==> config.mk <==
export PLATFORM = sky130hd
export DESIGN_NAME = lpm_ctrl
export DESIGN_NICKNAME = d
export VERILOG_FILES = /design/src/lpm_pkg.sv /design/src/lpm_gate_if.sv /design/src/lpm_clk_gate.sv /design/src/lpm_ctrl.sv
export VERILOG_INCLUDE_DIRS = /design/src
export SDC_FILE = /design/constraint.sdc
export NUM_CORES = 1
export LEC_CHECK = 0
export BUFFER_PORTS_ARGS = -buffer_cell sky130_fd_sc_hd__buf_2
export CORE_MARGIN = 8
export CORE_UTILIZATION = 60
export CTS_CLUSTER_SIZE = 20
export DETAILED_ROUTE_END_ITERATION = 12
export PLACE_DENSITY = 0.82
export SLEW_MARGIN = 30
export SYNTH_ARGS = -nofsm -noshare
export SYNTH_HDL_FRONTEND = slang
export SYNTH_HIERARCHICAL = 1
export SYNTH_SLANG_ARGS = --single-unit
==> constraint.sdc <==
create_clock -name clk_sys_i -period 4.4 [get_ports clk_sys_i]
set_clock_uncertainty 0.2 [all_clocks]
set_input_delay 0.88 -clock clk_sys_i [delete_from_list [all_inputs] [get_ports clk_sys_i]]
set_output_delay 0.88 -clock clk_sys_i [all_outputs]
set_load 0.005 [all_outputs]
==> src/lpm_defines.svh <==
// Timing counts and the counter width for the low-power mode controller.
// Assumes a 100 MHz system clock standing in for the oscillator.
`ifndef LPM_DEFINES_SVH
`define LPM_DEFINES_SVH

// Oscillator restart settle time after stop mode, in ns.
`define LPM_OSC_SETTLE_NS      20000
`define LPM_CLK_PERIOD_NS      10
`define LPM_OSC_SETTLE_CYC     ((`LPM_OSC_SETTLE_NS + `LPM_CLK_PERIOD_NS - 1) / `LPM_CLK_PERIOD_NS)
// Width of the settle counter.
`define LPM_CNT_W              16
// Internal clock is the system clock divided by two.
`define LPM_PHI_DIV            2

`endif

==> src/lpm_pkg.sv <==
// Types for the low-power mode controller.
// Assumes lpm_defines.svh is available on the include path.
`default_nettype none
package lpm_pkg;
  typedef enum logic [1:0] {
    LPM_RUN  = 2'b00,
    LPM_WAIT = 2'b01,
    LPM_STOP = 2'b11,
    LPM_SETL = 2'b10
  } lpm_state_t;
endpackage
`default_nettype wire

==> src/lpm_gate_if.sv <==
// Interface between the mode controller and its clock gate.
// Assumes both ends share clk_sys_i.
`timescale 1ns/1ps
`default_nettype none
interface lpm_gate_if;
  logic run_req;
  logic phi_low;
  logic phi_en;
  modport ctrl (output run_req, input phi_low, input phi_en);
  modport gate (input run_req, output phi_low, output phi_en);
endinterface
`default_nettype wire

==> src/lpm_clk_gate.sv <==
// Internal clock divider with glitch-free gating.
// Assumes one system clock; the internal clock is a registered divide-by-two.
`timescale 1ns/1ps
`default_nettype none
module lpm_clk_gate (
  // Clock and reset
  input  wire logic clk_sys_i,
  input  wire logic arst_n_i,
  // Control side
  lpm_gate_if.gate  gate_if,
  // Internal clock out
  output logic      phi_o
);
  typedef struct packed {
    logic phi;
    logic on;
  } lpm_gate_t;

  lpm_gate_t st_reg;
  lpm_gate_t st_next;

  // The enable only changes while the internal clock sits low.
  always_comb begin
    st_next = st_reg;
    if (!st_reg.phi) begin
      st_next.on = gate_if.run_req;
    end
    st_next.phi = st_next.on & ~st_reg.phi;
  end

  always_ff @(posedge clk_sys_i or negedge arst_n_i) begin
    if (!arst_n_i) begin
      st_reg <= '0;
    end else begin
      st_reg <= st_next;
    end
  end

  assign phi_o           = st_reg.phi;
  assign gate_if.phi_low = ~st_reg.phi;
  // One-cycle enable on each rising internal clock edge.
  assign gate_if.phi_en  = st_next.phi & ~st_reg.phi;
endmodule
`default_nettype wire

==> src/lpm_ctrl.sv <==
// Low-power mode controller: wait and stop instruction handling.
// Assumes the core decodes wait_instruction and stop_instruction as one-cycle pulses.
// Functional notes
// - A wait instruction enters wait mode with the internal clock held low and the oscillator on.
// - A stop instruction enters stop mode, halting the oscillator with the internal clock low.
// - Leaving wait mode resumes execution at once with no settle delay.
// - Leaving stop mode waits for the restarted oscillator to settle before running.
// - In wait mode the peripheral clock keeps running so peripherals can interrupt.
// - A wait executed from internal RAM leaves the external chip selects deasserted.
// - An enabled interrupt ends wait mode and is serviced; a later wait re-enters it.
`include "lpm_defines.svh"
`timescale 1ns/1ps
`default_nettype none
module lpm_ctrl #(
  parameter int unsigned SETTLE_CYC = `LPM_OSC_SETTLE_CYC
) (
  // Clock and reset
  input  wire logic clk_sys_i,
  input  wire logic arst_n_i,
  // Instruction decode
  input  wire logic wait_instruction_i,
  input  wire logic stop_instruction_i,
  input  wire logic fetch_internal_i,
  // External bus requests from the core
  input  wire logic ext_cs_req_i,
  input  wire logic ram_cs_req_i,
  // Interrupts
  input  wire logic irq_pending_i,
  // Clocks and status
  output logic      phi_o,
  output logic      periph_en_o,
  output logic      osc_run_o,
  output logic      wake_o,
  output logic      sleep_o,
  // Chip selects, active low
  output logic      ext_cs_n_o,
  output logic      ram_chip_select_n_o
);
  typedef struct packed {
    lpm_pkg::lpm_state_t     mode;
    logic [`LPM_CNT_W-1:0]   cnt;
    logic                    wake;
    logic                    ext_cs_n;
    logic                    ram_cs_n;
  } lpm_ctrl_st_t;

  lpm_ctrl_st_t st_reg;
  lpm_ctrl_st_t st_next;
  lpm_gate_if   gate_if ();

  localparam logic [`LPM_CNT_W-1:0] SETTLE_LAST = `LPM_CNT_W'(SETTLE_CYC - 1);

  //////////////////////////////////////////////////////////////////////////////
  always_comb begin
    st_next      = st_reg;
    st_next.wake = 1'b0;
    unique case (st_reg.mode)
      lpm_pkg::LPM_RUN: begin
        if (stop_instruction_i) begin
          st_next.mode = lpm_pkg::LPM_STOP;
        end else if (wait_instruction_i) begin
          st_next.mode = lpm_pkg::LPM_WAIT;
        end
      end
      lpm_pkg::LPM_WAIT: begin
        if (irq_pending_i) begin
          st_next.mode = lpm_pkg::LPM_RUN;
          st_next.wake = 1'b1;
        end
      end
      lpm_pkg::LPM_STOP: begin
        if (irq_pending_i) begin
          st_next.mode = lpm_pkg::LPM_SETL;
          st_next.cnt  = '0;
        end
      end
      lpm_pkg::LPM_SETL: begin
        if (st_reg.cnt == SETTLE_LAST) begin
          st_next.mode = lpm_pkg::LPM_RUN;
          st_next.wake = 1'b1;
        end else begin
          st_next.cnt = st_reg.cnt + `LPM_CNT_W'(1);
        end
      end
    endcase
    // Chip selects drop while asleep or when the core runs from internal RAM.
    if (st_next.mode != lpm_pkg::LPM_RUN || fetch_internal_i) begin
      st_next.ext_cs_n = 1'b1;
      st_next.ram_cs_n = 1'b1;
    end else begin
      st_next.ext_cs_n = ~ext_cs_req_i;
      st_next.ram_cs_n = ~ram_cs_req_i;
    end
  end

  always_ff @(posedge clk_sys_i or negedge arst_n_i) begin
    if (!arst_n_i) begin
      st_reg          <= '0;
      st_reg.mode     <= lpm_pkg::LPM_RUN;
      st_reg.ext_cs_n <= 1'b1;
      st_reg.ram_cs_n <= 1'b1;
    end else begin
      st_reg <= st_next;
    end
  end

  //////////////////////////////////////////////////////////////////////////////
  assign gate_if.run_req = (st_reg.mode == lpm_pkg::LPM_RUN);

  lpm_clk_gate u_gate (
    .clk_sys_i (clk_sys_i),
    .arst_n_i  (arst_n_i),
    .gate_if   (gate_if),
    .phi_o     (phi_o)
  );

  // Peripherals keep their tick in wait mode; stop mode and the settle wait silence them.
  assign periph_en_o         = osc_run_o;
  assign osc_run_o           = (st_reg.mode != lpm_pkg::LPM_STOP) &&
                               (st_reg.mode != lpm_pkg::LPM_SETL);
  assign wake_o              = st_reg.wake;
  assign sleep_o             = ~gate_if.run_req;
  assign ext_cs_n_o          = st_reg.ext_cs_n;
  assign ram_chip_select_n_o = st_reg.ram_cs_n;
endmodule
`default_nettype wire

==> results of run 1 <==
per-layer routing:
metal	routed length [um]	share of wire	global-route usage
met2	1280	0.49	0.265
met1	1130	0.43	0.189
met3	182	0.069	0.0617
met4	45	0.017	0.0455
met5	0	0	0
critical path, cell delays in order, from the launching register on:
cell and delay, ps:
dfrtp_1 440, inv_1 110, ha_1 360, nor2_1 100, buf_2 140
cell type report:
| cell class | instances | area (um^2) | share of cell area |
|---|---|---|---|
| clock buffer | 3 | 22.5 | 0.0159 |
| clock inverter | 1 | 30.0 | 0.0212 |
| inverter | 5 | 18.8 | 0.0133 |
| multi-input combinational | 100 | 681 | 0.481 |
| sequential | 22 | 553 | 0.390 |
| tap | 27 | 33.8 | 0.0239 |
| timing repair buffer | 15 | 77.6 | 0.0548 |
worst max path at each step:
| stage | slack [ps] | from | depth (start not counted) | end |
|---|---|---|---|---|
| 6_report | 1860 | st_reg[19] | 4 | osc_run_o |
| 3_3_place_gp | 1950 | irq_pending_i | 5 | st_reg[16] |
| 2_1_floorplan | 2210 | st_reg[19] | 5 | periph_en_o |
| 5_1_grt | 1750 | st_reg[19] | 4 | osc_run_o |
| 4_1_cts | 1850 | st_reg[19] | 4 | osc_run_o |
| 3_5_place_dp | 1800 | irq_pending_i | 5 | st_reg[18] |
where the power goes:
group	switching, uW	total (uW)	internal [uW]	leakage, uW
clock	60.9	153	92.1	0.0000279
sequential	43.8	287	243	0.000292
combinational	148	261	114	0.000280
layout by cell type, fill, tap and decap left out, drive strengths merged:
cell / instances
nand2: 8
a22oi: 1
nor2b: 6
nand2b: 5
bufinv: 1
inv: 5
buf: 15
a21boi: 1
a221o: 2
nor3b: 2
nor4: 3
mux2i: 1
o31ai: 1
dfstp: 2
and4: 1
nand4bb: 2
or4: 3
o21a: 1
a21o: 1
mux2: 2
nor3: 3
ha: 5
o21ai: 3
nor2: 19
dfrtp: 20
xnor2: 8
nand4b: 1
nor4b: 3
and3: 1
a21oi: 3
a211oi: 2
nand4: 2
o221a: 1
clkbuf: 3
nand3: 9
metrics by stage:
| step | cells | power (uW) | hold slack, ps | cell area [um^2] | util |
|---|---|---|---|---|---|
| after floorplan | 131 | 464 | 227 | 1270 | - |
| after global placement | 169 | 531 | 206 | 1360 | 0.688 |
| after detailed placement | 169 | 549 | 218 | 1360 | 0.688 |
| after CTS | 173 | 703 | 236 | 1420 | 0.715 |
| after global routing | 173 | 749 | 253 | 1420 | 0.715 |
| final | 173 | 701 | 231 | 1420 | 0.715 |
==> results by group, run 1 <==
Floorplan
  – Die ar.: 3850 um^2
  – Initial Util: 0.641
  – Io pins: 15
  – Die height: 62.0 um
  – Core Rows: 16
  – Core ar.: 1980 um^2
  – Chip width: 62.0 um

Place
  – Dpl hpwl: 2010 um
  – Worst Setup Slack post-DPL: 1800 ps
  – Port Buffers: 14
  – Routability-driven placement congestion ratio: 0.862

Setup path
  – Worst R2R End: st_reg[16]
  – Reg-to-Reg Start: st_reg[19]
  – Reg2reg setup slack: 2070 ps
  – CP Class: reg2out
  – R2R cell count: 5
  – Max FO, Critical Path: 10
  – Critical Path Start Type: flip-flop
  – CP endpoint kind: output pin
  – Arr. time, crit path: 1460 ps
  – Critical Path RT: 3320 ps

GRT
  – GRT Residual Overflow: 0
  – Total track usage: 0.161
  – Largest net degree at the start of global routing: 23
  – First-pass GRT wire length: 4550 um
  – Vias in the first global route: 1014
  – Initial antenna violation count: 0

STA
  – Final Hold Viols: 0
  – Final Setup Violations: 0
  – Period utilization: 0.577
  – Fin. max-slew vios: 0
  – Final worst slack: 1860 ps
  – RSZ-0062 raised after global routing: false
  – Slew headroom: 0.349
  – Fin Setup TNS: 0 ps
  – Tightest Pin Transition: 972 ps
  – Maximum clock rate: 0.394 GHz
  – Minimum clock period after layout: 2540 ps

Clocking
  – Post-CTS setup buffer count: 0
  – CTS root buffer: clkbuf_4
  – CTS max path bufs: 2
  – CTS tree: built
  – Post-CTS Hold Fix Bufs: 0
  – Clock transition at path regs: 120 ps
  – Max H-tree Level: 1
  – Post-CTS Resized: 0
  – Worst skew pair latency: 310 ps
  – Clk sinks: 22
  – Num CTS Buffers: 3

Hold path
  – Hold Crit Depth: 1
  – HP Start: u_gate/phi_o
  – Worst min path class: reg2reg
  – Hold Crit Endpoint: u_gate/phi_o

Yosys
  – Synthesized netlist net count: 144
  – Synth Cell Area: 1270 um^2
  – Syn Inst Count: 131
  – Syn. warnings: 6
  – Syn_area_per_cell: 9.70 um^2

Detailed routing
  – Post-DRT Antenna Nets: 0
  – Average wire per standard cell: 15.3 um
  – Router iterations before antenna repair: 4
  – Avg Vias per Cell: 5.83
  – 1st-iter DRT viols: 52
  – Via count: 1008
  – Final wirelength: 2650 um
  – # DRC: 0

Power
  – PD cells: 495 nW/um^2
  – Leak: 0.000599 uW
  – Worst VDD drop: 0.439 mV

Run status
  – Status: finished clean

Cells and area
  – Ant diodes: 0
  – Area Overhead vs Synth: 11.4%
  – Largest register FFs: 18
  – NumNets Final: 160
  – Share of layout cells above drive strength 1: 0.199
  – FILL cells: 150

Flow run
  – Max-cap violations: 0
(Power assumes the default switching activity.)
==> run 2: changes to the inputs <==
--- a/config.mk
+++ b/config.mk
@@ -8,10 +8,10 @@
 export LEC_CHECK = 0
 export BUFFER_PORTS_ARGS = -buffer_cell sky130_fd_sc_hd__buf_2
 export CORE_MARGIN = 8
-export CORE_UTILIZATION = 60
+export CORE_UTILIZATION = 51
 export CTS_CLUSTER_SIZE = 20
 export DETAILED_ROUTE_END_ITERATION = 12
-export PLACE_DENSITY = 0.82
+export PLACE_DENSITY = 0.74
 export SLEW_MARGIN = 30
 export SYNTH_ARGS = -nofsm -noshare
 export SYNTH_HDL_FRONTEND = slang
==> constraint.sdc (replaced) <==
create_clock -name clk_sys_i -period 2.1 [get_ports clk_sys_i]
set_clock_uncertainty 0.2 [all_clocks]
set_input_delay 0.42 -clock clk_sys_i [delete_from_list [all_inputs] [get_ports clk_sys_i]]
set_output_delay 0.42 -clock clk_sys_i [all_outputs]
set_load 0.005 [all_outputs]
==> run 2 against run 1 <==
  * Non-clock buffer count rose by 11
  * Worst setup slack got worse by 1800 ps
  * Wire length rose by 8.7%
  * Critical path depth did not move
  * Final cell count rose by 8.1%
  * Die area rose by 13%
  * Via count rose by 5.8%
  * Utilization fell by 8.0 points
==> results by group, run 2 (synthesis results as in run 1) <==
Setup path
  – Reg-to-Reg Start: st_reg[16]
  – Max FO, Critical Path: 4
  – CP endpoint kind: flip-flop
  – Arr. time, crit path: 2100 ps
  – Slowest CP cell: or4_4
  – CP Depth: 4
  – Critical Path Start Type: flip-flop
  – CP Cell Sequence: or4_4, or4_4, a211oi_4, nand3_1
  – Reg2reg setup slack: 30 ps
  – Largest delay share family, worst path: simple AND/OR/NAND/NOR gates
  – R2R cell count: 4
  – Crit path top cell by count: or4_4
  – CP startpoint: st_reg[16]
  – Worst R2R End: ext_cs_n_o
  – Count of buffer and inverter cells on the critical path: 0
  – Crit path largest cell delay: 540 ps
  – CP Class: reg2reg
  – Critical Path RT: 2130 ps
  – Crit path to: ext_cs_n_o

Floorplan
  – Die ar.: 4350 um^2
  – Initial Util: 0.528
  – Core ar.: 2410 um^2
  – Core Rows: 18
  – Die height: 65.9 um
  – Io pins: 15
  – Chip width: 65.9 um

Detailed routing
  – Via count: 1066
  – # DRC: 0
  – Router iterations before antenna repair: 4
  – Average wire per standard cell: 15.4 um
  – 1st-iter DRT viols: 67
  – Final wirelength: 2880 um
  – Post-DRT Antenna Nets: 0
  – Avg Vias per Cell: 5.70

Cells and area
  – Commonest cells after routing, fill and taps aside: 19 x dfrtp_1, 18 x nor2_1, 14 x buf_2
  – Post-layout util: 0.634
  – NumNets Final: 171
  – Ant diodes: 0
  – Commonest non-fill, non-tap cell in the layout: dfrtp_1
  – Share of layout cells above drive strength 1: 0.287
  – Largest register FFs: 18
  – Area Overhead vs Synth: 20.3%

Place
  – Dpl hpwl: 2120 um
  – Port Buffers: 14
  – Routability-driven placement congestion ratio: 0.842

Clocking
  – CTS max path bufs: 2
  – Num CTS Buffers: 3
  – Clk sinks: 22
  – CTS root buffer: clkbuf_4
  – CTS tree: built
  – Worst skew pair latency: 300 ps
  – Clock transition at path regs: 120 ps
  – Max H-tree Level: 1

Power
  – Clock share of power: 0.151
  – Sequential share of power: 0.401
  – Sw Pwr: 575 uW
  – Tot Pwr: 1510 uW
  – Comb pwr share: 0.447
  – PD cells: 987 nW/um^2
  – Sw Share: 0.381
  – Leak: 0.000650 uW
  – Worst VDD drop: 0.719 mV
  – Internal: 935 uW

STA
  – Final Hold Viols: 0
  – Fin. max-slew vios: 0
  – Minimum clock period after layout: 2070 ps
  – Tightest Pin Transition: 492 ps
  – Slew headroom: 0.672
  – RSZ-0062 raised after global routing: true
  – Period utilization: 0.986
  – Final Setup Violations: 0
  – Fin Setup TNS: 0 ps
  – Maximum clock rate: 0.483 GHz

Hold path
  – Worst min path class: in2reg

GRT
  – Largest net degree at the start of global routing: 23
  – Total track usage: 0.142
  – Vias in the first global route: 1093
  – GRT Residual Overflow: 0
  – Initial antenna violation count: 0
  – First-pass GRT wire length: 4900 um

Flow run
  – Max-cap violations: 0

Run status
  – Status: finished clean
-- run 2: per-layer routing --
metal,up-vias,global-route usage,routed length (um)
li1,515,-,-
met1,519,0.164,1250
met2,25,0.242,1450
met3,7,0.0322,130
met4,0,0.0627,52
met5,-,0,0
-- run 2: how the worst min path moves through the flow --
stage                     depth (start not counted)    startpoint  slack (ps)                  end
after global placement                            1      arst_n_i         200         u_gate/phi_o
after global routing                              2  ram_cs_req_i          40  ram_chip_select_n_o
after detailed placement                          1      arst_n_i         210            st_reg[3]
after floorplan                                   0      arst_n_i         -80           st_reg[10]
final                                             2  ram_cs_req_i          50  ram_chip_select_n_o
after CTS                                         2  ram_cs_req_i          40  ram_chip_select_n_o
-- run 2: repair_timing --
action / in CTS / in global routing
endpoints found under the setup margin: 7 / 12
pin swaps: 5 / 1
endpoints found under the hold margin: 20 / 0
resized for setup: 4 / 5
hold buffers: 1 / 0
setup buffers: 1 / 1
-- run 2: power by group through the flow --
stage / registers, uW / logic (uW) / clock network, uW
2_1_floorplan: 591 / 384 / 0
3_3_place_gp: 601 / 552 / 0
3_5_place_dp: 610 / 581 / 0
4_1_cts: 602 / 623 / 237
5_1_grt: 618 / 748 / 256
6_report: 606 / 675 / 229
-- run 2: cell type report --
type	instances	area, um^2
Clock buffer	4	36.3
Fill cell	191	881
Inverter	5	18.8
Multi-Input combinational cell	100	719
Sequential cell	22	554
Tap cell	30	37.5
Timing Repair Buffer	26	163
-- run 2: metrics by stage --
step	cell area (um^2)	instances	worst slack (ps)	hold WS, ps
after floorplan	1270	131	0.460	-75.6
after global placement	1430	180	-6.76	200
after detailed placement	1430	180	-77.3	212
after CTS	1500	186	-0.983	37.4
after global routing	1530	187	-35.6	35.5
final	1530	187	29.1	48.1
